`config.mk`:
```
export PLATFORM = sky130hd
export DESIGN_NAME = green_mode_flyback_pwm_core
export DESIGN_NICKNAME = d
export VERILOG_FILES = /design/src/inc/pwm_core_pkg.sv /design/src/hw/fault_debounce.sv /design/src/hw/green_mode_flyback_pwm_core.sv
export VERILOG_INCLUDE_DIRS = /design/src /design/src/inc
export SDC_FILE = /design/constraint.sdc
export NUM_CORES = 1
export LEC_CHECK = 0
export ABC_AREA = 1
export ABC_CLOCK_PERIOD_IN_PS = 40900
export BUFFER_PORTS_ARGS = -buffer_cell sky130_fd_sc_hd__buf_2
export CAP_MARGIN = 10
export CORE_MARGIN = 3
export CORE_UTILIZATION = 45
export DETAILED_ROUTE_END_ITERATION = 16
export PLACE_DENSITY = 0.59
export SLEW_MARGIN = 5
export SYNTH_ARGS = -nofsm -noshare
export SYNTH_HDL_FRONTEND = slang
export SYNTH_SLANG_ARGS = --single-unit
export TNS_END_PERCENT = 50
```
`constraint.sdc`:
```
create_clock -name i_clk -period 40.9 [get_ports i_clk]
set_clock_uncertainty 0.1 [all_clocks]
set_input_delay 8.18 -clock i_clk [delete_from_list [all_inputs] [get_ports i_clk]]
set_output_delay 8.18 -clock i_clk [all_outputs]
set_load 0.05 [all_outputs]
```
`src/inc/pwm_core_map.svh`:
```
// timing, level and count constants for the flyback pwm core
`ifndef PWM_CORE_MAP_SVH
`define PWM_CORE_MAP_SVH
`define CLK_HZ 10000000
`define NOM_FREQ_HZ 65000
`define GREEN_FREQ_HZ 22500
`define HOP_LO_FREQ_HZ 60800
`define HOP_HI_FREQ_HZ 69200
`define HOP_PERIOD_US 4400
`define LEB_NS 360
`define SS_TIME_MS 4
`define OLP_DLY_MS 56
`define OCP_DLY_MS 56
`define OVP_DLY_US 30
`define OTP1_DLY_MS 17
`define OTP2_DLY_US 100
`define SCP_DLY_CYC 1
`define US_CYC(t) ((t) * (`CLK_HZ / 1000000))
`define MS_CYC(t) ((t) * (`CLK_HZ / 1000))
`define PER_NOM_CYC (`CLK_HZ / `NOM_FREQ_HZ)
`define PER_GREEN_CYC (`CLK_HZ / `GREEN_FREQ_HZ)
`define PER_HOP_MIN_CYC (`CLK_HZ / `HOP_HI_FREQ_HZ)
`define PER_HOP_MAX_CYC (`CLK_HZ / `HOP_LO_FREQ_HZ)
`define HOP_STEPS (`PER_HOP_MAX_CYC - `PER_HOP_MIN_CYC)
`define LEB_CYC ((`LEB_NS * (`CLK_HZ / 1000000) + 999) / 1000)
`define DUTY_MAX_PCT 70
`define FB_N_MV 2200
`define FB_G_MV 2100
`define ILIM_VALLEY_MV 440
`define ILIM_FLAT_MV 500
`endif

```
`src/inc/pwm_core_pkg.sv`:
```
// types shared by the flyback pwm core
package pwm_core_pkg;
	typedef enum logic [1:0] {
		ST_OFF = 2'b00,
		ST_RUN = 2'b01,
		ST_AUTO = 2'b10,
		ST_LATCH = 2'b11
	} run_state_t;
	typedef enum logic [1:0] {
		MODE_NOM = 2'b00,
		MODE_REDUCE = 2'b01,
		MODE_GREEN = 2'b10,
		MODE_BURST = 2'b11
	} load_mode_t;
endpackage : pwm_core_pkg

```
`src/hw/fault_debounce.sv`:
```
// consecutive-cycle debounce timer for one fault condition
`timescale 1ns/1ns
`default_nettype none
module fault_debounce #(
	parameter int CNT_W = 20,
	parameter int LIMIT = 300
) (
	input wire logic i_clk,
	input wire logic i_srst,
	input wire logic i_ce,
	input wire logic i_cond,
	output logic o_hit
);
	localparam logic [CNT_W-1:0] LIM = CNT_W'(LIMIT);
	logic [CNT_W-1:0] cnt_q;

	// restart whenever the condition drops before expiry
	always_ff @(posedge i_clk) begin
		if (i_srst) begin
			cnt_q <= '0;
		end else if (i_ce) begin
			if (!i_cond) begin
				cnt_q <= '0;
			end else if (cnt_q != LIM) begin
				cnt_q <= cnt_q + CNT_W'(1);
			end
		end
	end

	assign o_hit = (cnt_q == LIM);

	AST_DEB_RESTART: assert property (@(posedge i_clk) disable iff (i_srst)
		i_ce && !i_cond |=> !o_hit)
		else $error("debounce did not restart on condition loss");
endmodule : fault_debounce
`default_nettype wire

```
`src/hw/green_mode_flyback_pwm_core.sv`:
```
// digital control core of a green-mode current-mode flyback pwm controller
`timescale 1ns/1ns
`default_nettype none
`include "pwm_core_map.svh"
// Overview of operation
// - gate off until supply reaches turn-on level
// - heavy load runs at nominal switching rate
// - period rises linearly as feedback falls below threshold
// - below green floor, minimum frequency fixed
// - burst mode stops switching below zero-duty
// - hopping sweeps nominal frequency, fixed sweep period
// - overload, overcurrent, short restart; overvoltage, second-level overtemp latch
// - auto-restart fault clears at off level
// - latching fault clears only below four volts
// - current trip ends gate for the cycle
// - sustained overcurrent raises auto-restart fault
// - sustained high feedback raises open-loop fault
// - debounced supply overvoltage raises latching fault
// - first overtemp level disables gate after debounce
// - second overtemp level latches after shorter debounce
// - current limit reference is per-cycle sawtooth
// - current comparator blanked after each turn-on
// - soft-start ramps current limit reference
module green_mode_flyback_pwm_core
	import pwm_core_pkg::*;
#(
	parameter int PER_W = 10,
	parameter int REF_W = 10,
	parameter int FB_W = 12,
	parameter int DEB_W = 20,
	parameter int OLP_CYC = `MS_CYC(`OLP_DLY_MS),
	parameter int OCP_CYC = `MS_CYC(`OCP_DLY_MS),
	parameter int OTP1_CYC = `MS_CYC(`OTP1_DLY_MS),
	parameter int SS_CYC = `MS_CYC(`SS_TIME_MS),
	parameter int HOP_CYC = `US_CYC(`HOP_PERIOD_US)
) (
	input wire logic i_clk,
	input wire logic i_srst,
	input wire logic i_ce,
	input wire logic i_vdd_on,
	input wire logic i_vdd_above_off,
	input wire logic i_vdd_above_4v,
	input wire logic i_vdd_ovp,
	input wire logic i_fb_above_olp,
	input wire logic i_fb_above_n,
	input wire logic i_fb_above_g,
	input wire logic i_fb_above_zdc,
	input wire logic [FB_W-1:0] i_fb_mv,
	input wire logic i_cs_trip,
	input wire logic i_cs_ocp,
	input wire logic i_cs_short,
	input wire logic i_rt_below_1v0,
	input wire logic i_rt_below_0v7,
	output logic o_gate,
	output logic [REF_W-1:0] o_ilim_ref,
	output logic [1:0] o_mode,
	output logic o_switching,
	output logic o_auto_fault,
	output logic o_latch_fault,
	output logic o_otp_hold
);
	localparam int NSYNC = 12;
	localparam int HOP_W = 6;
	localparam int DIV_W = 16;
	localparam int SAW_W = REF_W + 2;
	localparam int TURN_ON_BLANKING = `LEB_CYC;
	localparam int P_NOM = `PER_NOM_CYC;
	localparam int P_GRN = `PER_GREEN_CYC;
	localparam int P_HMIN = `PER_HOP_MIN_CYC;
	localparam int P_HMAX = `PER_HOP_MAX_CYC;
	localparam int HOP_N = `HOP_STEPS;
	localparam int HOP_S = HOP_CYC / (2 * HOP_N);
	localparam int HOP_STEP = (HOP_S < 1) ? 1 : HOP_S;
	localparam int SS_S = SS_CYC / `ILIM_FLAT_MV;
	localparam int SS_STEP = (SS_S < 1) ? 1 : SS_S;
	localparam logic [REF_W-1:0] VALLEY = REF_W'(`ILIM_VALLEY_MV);
	localparam logic [REF_W-1:0] FLAT = REF_W'(`ILIM_FLAT_MV);

	////////////////////////////////////////////////////////////////////
	// input synchroniser
	logic [NSYNC-1:0] raw;
	logic [NSYNC-1:0] s1_q;
	logic [NSYNC-1:0] s2_q;
	logic [FB_W-1:0] fb_q;
	logic vdd_on;
	logic vdd_above_off;
	logic vdd_above_4v;
	logic vdd_ovp;
	logic fb_above_olp;
	logic fb_above_n;
	logic fb_above_g;
	logic fb_above_zdc;
	logic cs_trip;
	logic cs_ocp;
	logic cs_short;
	logic rt_below_1v0;
	logic rt_below_0v7;

	assign raw = {i_vdd_on, i_vdd_above_off, i_vdd_above_4v, i_vdd_ovp,
		i_fb_above_olp, i_fb_above_n, i_fb_above_g, i_fb_above_zdc,
		i_cs_trip, i_cs_ocp, i_cs_short, i_rt_below_1v0};

	always_ff @(posedge i_clk) begin
		if (i_srst) begin
			s1_q <= '0;
			s2_q <= '0;
		end else if (i_ce) begin
			s1_q <= raw;
			s2_q <= s1_q;
		end
	end

	// second temperature level skips the shared pair and goes through its own two stages
	logic otp2_s1_q;
	logic otp2_s2_q;
	always_ff @(posedge i_clk) begin
		if (i_srst) begin
			otp2_s1_q <= 1'b0;
			otp2_s2_q <= 1'b0;
			fb_q <= '0;
		end else if (i_ce) begin
			otp2_s1_q <= i_rt_below_0v7;
			otp2_s2_q <= otp2_s1_q;
			fb_q <= i_fb_mv;
		end
	end

	assign {vdd_on, vdd_above_off, vdd_above_4v, vdd_ovp,
		fb_above_olp, fb_above_n, fb_above_g, fb_above_zdc,
		cs_trip, cs_ocp, cs_short, rt_below_1v0} = s2_q;
	assign rt_below_0v7 = otp2_s2_q;

	////////////////////////////////////////////////////////////////////
	// protection timers
	run_state_t st_q;
	logic running;
	logic olp_hit;
	logic ocp_hit;
	logic scp_hit;
	logic ovp_hit;
	logic otp1_hit;
	logic otp2_hit;
	logic auto_trig;
	logic latch_trig;

	assign running = (st_q == ST_RUN);

	fault_debounce #(.CNT_W(DEB_W), .LIMIT(OLP_CYC)) u_olp (
		.i_clk(i_clk), .i_srst(i_srst), .i_ce(i_ce),
		.i_cond(fb_above_olp && running),
		.o_hit(olp_hit)
	);
	fault_debounce #(.CNT_W(DEB_W), .LIMIT(OCP_CYC)) u_ocp (
		.i_clk(i_clk), .i_srst(i_srst), .i_ce(i_ce),
		.i_cond(cs_ocp && running),
		.o_hit(ocp_hit)
	);
	fault_debounce #(.CNT_W(DEB_W), .LIMIT(`SCP_DLY_CYC)) u_scp (
		.i_clk(i_clk), .i_srst(i_srst), .i_ce(i_ce),
		.i_cond(cs_short && running),
		.o_hit(scp_hit)
	);
	fault_debounce #(.CNT_W(DEB_W), .LIMIT(`US_CYC(`OVP_DLY_US))) u_ovp (
		.i_clk(i_clk), .i_srst(i_srst), .i_ce(i_ce),
		.i_cond(vdd_ovp),
		.o_hit(ovp_hit)
	);
	fault_debounce #(.CNT_W(DEB_W), .LIMIT(OTP1_CYC)) u_otp1 (
		.i_clk(i_clk), .i_srst(i_srst), .i_ce(i_ce),
		.i_cond(rt_below_1v0),
		.o_hit(otp1_hit)
	);
	fault_debounce #(.CNT_W(DEB_W), .LIMIT(`US_CYC(`OTP2_DLY_US))) u_otp2 (
		.i_clk(i_clk), .i_srst(i_srst), .i_ce(i_ce),
		.i_cond(rt_below_0v7),
		.o_hit(otp2_hit)
	);

	assign auto_trig = olp_hit || ocp_hit || scp_hit;
	assign latch_trig = ovp_hit || otp2_hit;

	////////////////////////////////////////////////////////////////////
	// run and fault state
	always_ff @(posedge i_clk) begin
		if (i_srst) begin
			st_q <= ST_OFF;
		end else if (i_ce) begin
			case (st_q)
				ST_OFF: begin
					if (latch_trig) begin
						st_q <= ST_LATCH;
					end else if (vdd_on && vdd_above_off) begin
						st_q <= ST_RUN;
					end
				end
				ST_RUN: begin
					if (latch_trig) begin
						st_q <= ST_LATCH;
					end else if (auto_trig) begin
						st_q <= ST_AUTO;
					end else if (!vdd_above_off) begin
						st_q <= ST_OFF;
					end
				end
				ST_AUTO: begin
					if (latch_trig) begin
						st_q <= ST_LATCH;
					end else if (!vdd_above_off) begin
						st_q <= ST_OFF;
					end
				end
				ST_LATCH: begin
					if (!vdd_above_4v) begin
						st_q <= ST_OFF;
					end
				end
				default: begin
					st_q <= ST_OFF;
				end
			endcase
		end
	end

	////////////////////////////////////////////////////////////////////
	// load mode and period selection
	load_mode_t mode_q;
	load_mode_t mode_d;
	logic [HOP_W-1:0] hop_q;
	logic hop_up_q;
	logic [DIV_W-1:0] hop_div_q;
	logic [PER_W-1:0] cnt_q;
	logic [PER_W-1:0] per_q;
	logic [PER_W-1:0] max_on;
	logic cyc_end;

	always_comb begin
		if (!fb_above_zdc) begin
			mode_d = MODE_BURST;
		end else if (!fb_above_g) begin
			mode_d = MODE_GREEN;
		end else if (!fb_above_n) begin
			mode_d = MODE_REDUCE;
		end else begin
			mode_d = MODE_NOM;
		end
	end

	always_ff @(posedge i_clk) begin
		if (i_srst) begin
			mode_q <= MODE_NOM;
		end else if (i_ce) begin
			mode_q <= mode_d;
		end
	end

	function automatic logic [PER_W-1:0] calc_period(
		input load_mode_t m,
		input logic [HOP_W-1:0] hop,
		input logic [FB_W-1:0] fb
	);
		int f;
		int p;
		f = int'(fb);
		if (f > `FB_N_MV) begin
			f = `FB_N_MV;
		end
		if (f < `FB_G_MV) begin
			f = `FB_G_MV;
		end
		case (m)
			MODE_NOM: p = P_HMIN + int'(hop);
			MODE_REDUCE: p = P_NOM + ((`FB_N_MV - f) * (P_GRN - P_NOM))
				/ (`FB_N_MV - `FB_G_MV);
			default: p = P_GRN;
		endcase
		return PER_W'(p);
	endfunction : calc_period

	// triangular sweep of the nominal period
	always_ff @(posedge i_clk) begin
		if (i_srst) begin
			hop_q <= '0;
			hop_up_q <= 1'b1;
			hop_div_q <= '0;
		end else if (i_ce) begin
			if (hop_div_q == DIV_W'(HOP_STEP - 1)) begin
				hop_div_q <= '0;
				if (hop_up_q) begin
					hop_q <= hop_q + HOP_W'(1);
					if (hop_q == HOP_W'(HOP_N - 1)) begin
						hop_up_q <= 1'b0;
					end
				end else begin
					hop_q <= hop_q - HOP_W'(1);
					if (hop_q == HOP_W'(1)) begin
						hop_up_q <= 1'b1;
					end
				end
			end else begin
				hop_div_q <= hop_div_q + DIV_W'(1);
			end
		end
	end

	assign cyc_end = (cnt_q == per_q - PER_W'(1));
	assign max_on = PER_W'((int'(per_q) * `DUTY_MAX_PCT) / 100);

	// switching period counter, period taken at each cycle boundary
	always_ff @(posedge i_clk) begin
		if (i_srst) begin
			cnt_q <= '0;
			per_q <= PER_W'(P_NOM);
		end else if (i_ce) begin
			if (!running) begin
				cnt_q <= '0;
				per_q <= PER_W'(P_NOM);
			end else if (cyc_end) begin
				cnt_q <= '0;
				per_q <= calc_period(mode_q, hop_q, fb_q);
			end else begin
				cnt_q <= cnt_q + PER_W'(1);
			end
		end
	end

	////////////////////////////////////////////////////////////////////
	// soft-start and sawtooth current limit reference
	logic [REF_W-1:0] ss_q;
	logic [DIV_W-1:0] ss_div_q;
	logic [REF_W-1:0] ref_q;
	logic [SAW_W-1:0] saw_c;
	logic [REF_W-1:0] saw_lim;

	always_ff @(posedge i_clk) begin
		if (i_srst) begin
			ss_q <= '0;
			ss_div_q <= '0;
		end else if (i_ce) begin
			if (!running) begin
				ss_q <= '0;
				ss_div_q <= '0;
			end else if (ss_div_q == DIV_W'(SS_STEP - 1)) begin
				ss_div_q <= '0;
				if (ss_q != FLAT) begin
					ss_q <= ss_q + REF_W'(1);
				end
			end else begin
				ss_div_q <= ss_div_q + DIV_W'(1);
			end
		end
	end

	always_comb begin
		saw_c = SAW_W'(VALLEY)
			+ ((SAW_W'(cnt_q) * SAW_W'(3)) >> 2);
		if (saw_c > SAW_W'(FLAT)) begin
			saw_lim = FLAT;
		end else begin
			saw_lim = saw_c[REF_W-1:0];
		end
	end

	always_ff @(posedge i_clk) begin
		if (i_srst) begin
			ref_q <= '0;
		end else if (i_ce) begin
			ref_q <= (ss_q < saw_lim) ? ss_q : saw_lim;
		end
	end

	////////////////////////////////////////////////////////////////////
	// gate drive
	logic gate_q;
	logic gate_en;

	assign gate_en = running && !otp1_hit;

	always_ff @(posedge i_clk) begin
		if (i_srst) begin
			gate_q <= 1'b0;
		end else if (i_ce) begin
			if (!gate_en) begin
				gate_q <= 1'b0;
			end else if (cyc_end) begin
				gate_q <= (mode_q != MODE_BURST);
			end else if (gate_q && cs_trip && cnt_q >= PER_W'(TURN_ON_BLANKING)) begin
				gate_q <= 1'b0;
			end else if (cnt_q >= max_on) begin
				gate_q <= 1'b0;
			end
		end
	end

	assign o_gate = gate_q;
	assign o_ilim_ref = ref_q;
	assign o_mode = mode_q;
	assign o_switching = running;
	assign o_auto_fault = (st_q == ST_AUTO);
	assign o_latch_fault = (st_q == ST_LATCH);
	assign o_otp_hold = otp1_hit;

	////////////////////////////////////////////////////////////////////
	// checks
	AST_GATE_IDLE: assert property (@(posedge i_clk) disable iff (i_srst)
		i_ce && !running |=> !gate_q)
		else $error("gate active outside run state");
	AST_START: assert property (@(posedge i_clk) disable iff (i_srst)
		i_ce && st_q == ST_OFF && vdd_on && vdd_above_off && !latch_trig
		|=> st_q == ST_RUN)
		else $error("no start at turn-on level");
	AST_NOM_PER: assert property (@(posedge i_clk) disable iff (i_srst)
		i_ce && running && cyc_end && mode_q == MODE_NOM
		|=> per_q >= PER_W'(P_HMIN) && per_q <= PER_W'(P_HMAX))
		else $error("nominal period outside hopping band");
	AST_REDUCE_PER: assert property (@(posedge i_clk) disable iff (i_srst)
		i_ce && running && cyc_end && mode_q == MODE_REDUCE
		|=> per_q >= PER_W'(P_NOM) && per_q <= PER_W'(P_GRN))
		else $error("reduced period out of range");
	AST_GREEN_PER: assert property (@(posedge i_clk) disable iff (i_srst)
		i_ce && running && cyc_end && mode_q == MODE_GREEN
		|=> per_q == PER_W'(P_GRN))
		else $error("green period not at minimum frequency");
	AST_BURST: assert property (@(posedge i_clk) disable iff (i_srst)
		i_ce && cyc_end && mode_q == MODE_BURST |=> !gate_q)
		else $error("gate started in burst stop");
	AST_AUTO_HOLD: assert property (@(posedge i_clk) disable iff (i_srst)
		i_ce && st_q == ST_AUTO && vdd_above_off && !latch_trig
		|=> st_q == ST_AUTO)
		else $error("auto-restart fault left early");
	AST_LATCH_HOLD: assert property (@(posedge i_clk) disable iff (i_srst)
		st_q == ST_LATCH && vdd_above_4v |=> st_q == ST_LATCH)
		else $error("latched fault cleared above 4V");
	AST_CS_OFF: assert property (@(posedge i_clk) disable iff (i_srst)
		i_ce && gate_q && cs_trip && !cyc_end && cnt_q >= PER_W'(TURN_ON_BLANKING)
		|=> !gate_q)
		else $error("current trip did not end pulse");
	AST_BLANK: assert property (@(posedge i_clk) disable iff (i_srst)
		i_ce && gate_q && gate_en && !cyc_end && cnt_q < PER_W'(TURN_ON_BLANKING)
		&& cnt_q < max_on |=> gate_q)
		else $error("pulse ended inside blanking window");
	AST_SAW_START: assert property (@(posedge i_clk) disable iff (i_srst)
		i_ce && running && cnt_q == '0 && ss_q >= VALLEY
		|=> ref_q == VALLEY)
		else $error("sawtooth not at valley at cycle start");
	AST_SS_RESET: assert property (@(posedge i_clk) disable iff (i_srst)
		i_ce && !running |=> ss_q == '0 && ref_q <= $past(saw_lim))
		else $error("soft-start not restarted");
	AST_OLP_TRIP: assert property (@(posedge i_clk) disable iff (i_srst)
		i_ce && running && olp_hit && !latch_trig |=> st_q == ST_AUTO)
		else $error("open-loop fault not taken");
endmodule : green_mode_flyback_pwm_core
`default_nettype wire

```
==> metrics.json <==
{
  "outcome": {
    "status": "completed"
  },
  "worst_setup_path": {
    "endpoint_required_time_on_the_critical_path_ps": 41240,
    "worst_path_most_repeated_cell": "nand2_2",
    "start_kind": "flip-flop",
    "critical-path-slowest-cell": "nand2_2",
    "criticalPathCategory": "reg -> reg",
    "crit_path_max_fanout": 43,
    "slowest_delay_ps": 650,
    "crit_arrival_ps": 20980,
    "setup.worst_path.end_class": "flip-flop",
    "reg2regPathDepth": 162
  },
  "synth": {
    "synth_largest_area_cell": "dfxtp_1",
    "synth.top_cells.by_area": "dfxtp_1, nand2_1, inv_1, ha_1, nor2_1",
    "syn_inst": 4165,
    "synthMostInstantiatedCell": "nand2_1",
    "avgSynthCellArea_um2": 6.24,
    "synth_compound_area_share_pct": 11.8,
    "synth_adder_area_share_pct": 13.4,
    "synth_simple_gate_area_share_pct": 38.3,
    "synth-edff-count": 0,
    "synth_largest_type_area_fraction_pct": 18.7,
    "synthFlopType": "dfxtp_1",
    "synthesis.yosys.warnings": 0,
    "yosys-mux-area-fraction_pct": 0,
    "synth_top_family_by_area": "simple AND/OR/NAND/NOR gates",
    "synth_sequential_area_ratio_pct": 18.7,
    "synthArstFlopShare_pct": 0,
    "synth-seq-cells": 242,
    "yosys-top-cells-count": "nand2_1, inv_1, nor2_1",
    "post_synth_num_cell_types": 65,
    "mappedNetlistArea_mm2": 0.0260,
    "xor_xnor_share_of_the_synthesized_area_pct": 5.80
  },
  "route": {
    "route.detailed.wl_per_inst_um": 12.3,
    "dr.first_iter.drc_count": 1298,
    "post_route_drc_violation_count": 0,
    "detail_route.vias_per_cell": 4.94,
    "ant_nets": 0,
    "totalWireLength_um": 61800,
    "drt_pre_antenna_iters": 6,
    "routed-via-count": 24800
  },
  "sta": {
    "achievable-frequency_ghz": 0.0485,
    "totalNegativeSetupSlack_ps": 0,
    "layout_worst_path_cycle_share_pct": 50.4,
    "period_needed_ps": 20630,
    "setup_viol_count_final": 0,
    "slew_violations": 0,
    "final_hold_violation_count": 0,
    "max_slew.worst_pin.slew_ps": 930,
    "max-slew-margin-rel_pct": 37.8,
    "rsz0062_at_grt": "false"
  },
  "floorplanning": {
    "total_die_area_mm2": 0.0606,
    "initial_core_util_pct": 45.8,
    "die_h_um": 246,
    "pin_count": 45,
    "die_width_um": 246,
    "design.core.area_mm2": 0.0567,
    "num_rows": 87
  },
  "place": {
    "numPortBuffers": 44,
    "numPlacedInstances": 4960,
    "gp_congestion": 0.882,
    "dp.final_hpwl_um": 50600,
    "dpl-instance-area_mm2": 0.0271
  },
  "min_path": {
    "hp-class": "reg -> reg",
    "worst_hold_path.num_cells": 2
  },
  "finish": {
    "layout_cells_sized_above_1_pct": 8.95,
    "multi_input_area_mm2": 0.0181,
    "antenna_cells_inserted": 0,
    "final_design_area_no_fill_mm2": 0.0281,
    "num-nets-final": 4511,
    "ff_latch_area_mm2": 0.00484,
    "n_fill_cell": 5974,
    "final-instance-count-excl-fill": 5012,
    "area_growth_syn_to_layout_pct": 8.21
  },
  "grt": {
    "use_met3_pct": 1.30,
    "globalRouteMet2Util_pct": 36.3,
    "gr_usage_total_pct": 20.4,
    "wire_length_of_the_first_global_routing_pass_um": 106000,
    "globalRouteMet1Util_pct": 27.6,
    "first_global_vias": 22900,
    "maximum_number_of_pins_on_one_net_before_global_route_repair": 74,
    "busiest_layer": "met2",
    "global_route.overflow_total": 0,
    "grt_antenna_before_repair": 0
  },
  "clocking": {
    "post_cts_buffers": 0,
    "clock_insertion_delay_worst_skew_ps": 570,
    "cts.reportedPaths.clkPinSlew_ps": 60,
    "post_cts_resized": 0,
    "htreeDepth": 1,
    "cts_tree": "done",
    "cts_made_buffers": 28,
    "cts.hold.buffers_added": 0,
    "clockBufferDepth": 3,
    "clock_sinks": 242,
    "ctsRootBufferMaster": "clkbuf_16"
  },
  "run": {
    "max_capacitance_violation_count": 0
  }
}
-- flip-flops by register name, summed over array words and instances, names as in the netlist, 16 cells and up --
| register | count |
|---|---|
| hop_div_q | 16 |
| ss_div_q | 16 |
| u_ocp.cnt_q | 20 |
| u_olp.cnt_q | 20 |
| u_otp1.cnt_q | 20 |
| u_otp2.cnt_q | 20 |
| u_ovp.cnt_q | 20 |
| u_scp.cnt_q | 20 |
-- worst max-delay path, delay by kind of cell (launching register included) --
family | cells | cell delay, ps
buf+inv | 12 | 1080
flops | 1 | 480
fa+ha+maj | 7 | 1850
simple gates | 135 | 15140
xor+xnor | 3 | 640
compound gates | 5 | 1160
-- path summary, 6_finish.rpt --
path / from / to / slack, ps
worst min register to register: fb_q[9]$_SDFFE_PP0P_ / fb_q[9]$_SDFFE_PP0P_ / 350
worst max-delay path: fb_q[11]$_SDFFE_PP0P_ / per_q[8]$_SDFFE_PP0P_ / 20270
worst max register to register: fb_q[11]$_SDFFE_PP0P_ / per_q[8]$_SDFFE_PP0P_ / 20270
worst min-delay path: fb_q[9]$_SDFFE_PP0P_ / fb_q[9]$_SDFFE_PP0P_ / 350
-- cell type report --
cell class,instances,share of cell area [%]
Clock buffer,37,2.86
Sequential cell,242,17.2
Inverter,785,10.5
Multi-Input combinational cell,3126,64.5
Timing Repair Buffer,51,0.970
Tap cell,756,3.37
Clock inverter,15,0.574
-- cell usage in the layout (no fill, tap or decap), types with 16 or more instances in the layout --
| cell type | Yosys | layout |
|---|---|---|
| ha_1 | 200 | 200 |
| fa_1 | 49 | 49 |
| nor3b_1 | 19 | 19 |
| xor2_1 | 133 | 133 |
| nand2_1 | 981 | 981 |
| inv_2 | 62 | 64 |
| nor2_1 | 400 | 400 |
| nand2_2 | 97 | 97 |
| buf_2 | 5 | 44 |
| nand3_1 | 240 | 240 |
| nor3_1 | 106 | 106 |
| nor2_2 | 18 | 18 |
| conb_1 | 2 | 35 |
| nor4_1 | 34 | 34 |
| clkbuf_16 | 0 | 28 |
| a21oi_1 | 202 | 202 |
| nand4_1 | 121 | 121 |
| o211ai_1 | 16 | 16 |
| dfxtp_1 | 242 | 242 |
| inv_1 | 708 | 706 |
| nand2_4 | 29 | 29 |
| nand3_2 | 16 | 16 |
| o21ai_1 | 36 | 36 |
| a211oi_1 | 17 | 17 |
| xnor2_1 | 36 | 36 |
| o21ai_0 | 182 | 182 |
-- per-layer routing --
metal	vias to the layer above	routed length [um]
li1	13500	-
met3	49	1530
met5	-	0
met1	11000	30800
met4	0	835
met2	282	28700
-- stage by stage --
step / util (%) / hold slack [ps] / worst slack, ps
3_5_place_dp: 47.9 / 344 / 20310
4_1_cts: 49.6 / 351 / 20220
2_1_floorplan: - / 322 / 23540
6_report: 49.6 / 349 / 20270
3_3_place_gp: 47.9 / 339 / 20640
5_1_grt: 49.6 / 372 / 17580
-- kinds of logic after synthesis --
group	Yosys count
AOI/OAI and AO/OA	541
xor gates and xnor gates	170
adders and majority gates	249
buffers and inverters	830
DFF	242
other	2
and+or+nand+nor	2131
Power is left out: the tool's default activity adds up to more than one toggle a clock period on the data nets, which glitch-free logic cannot reach.
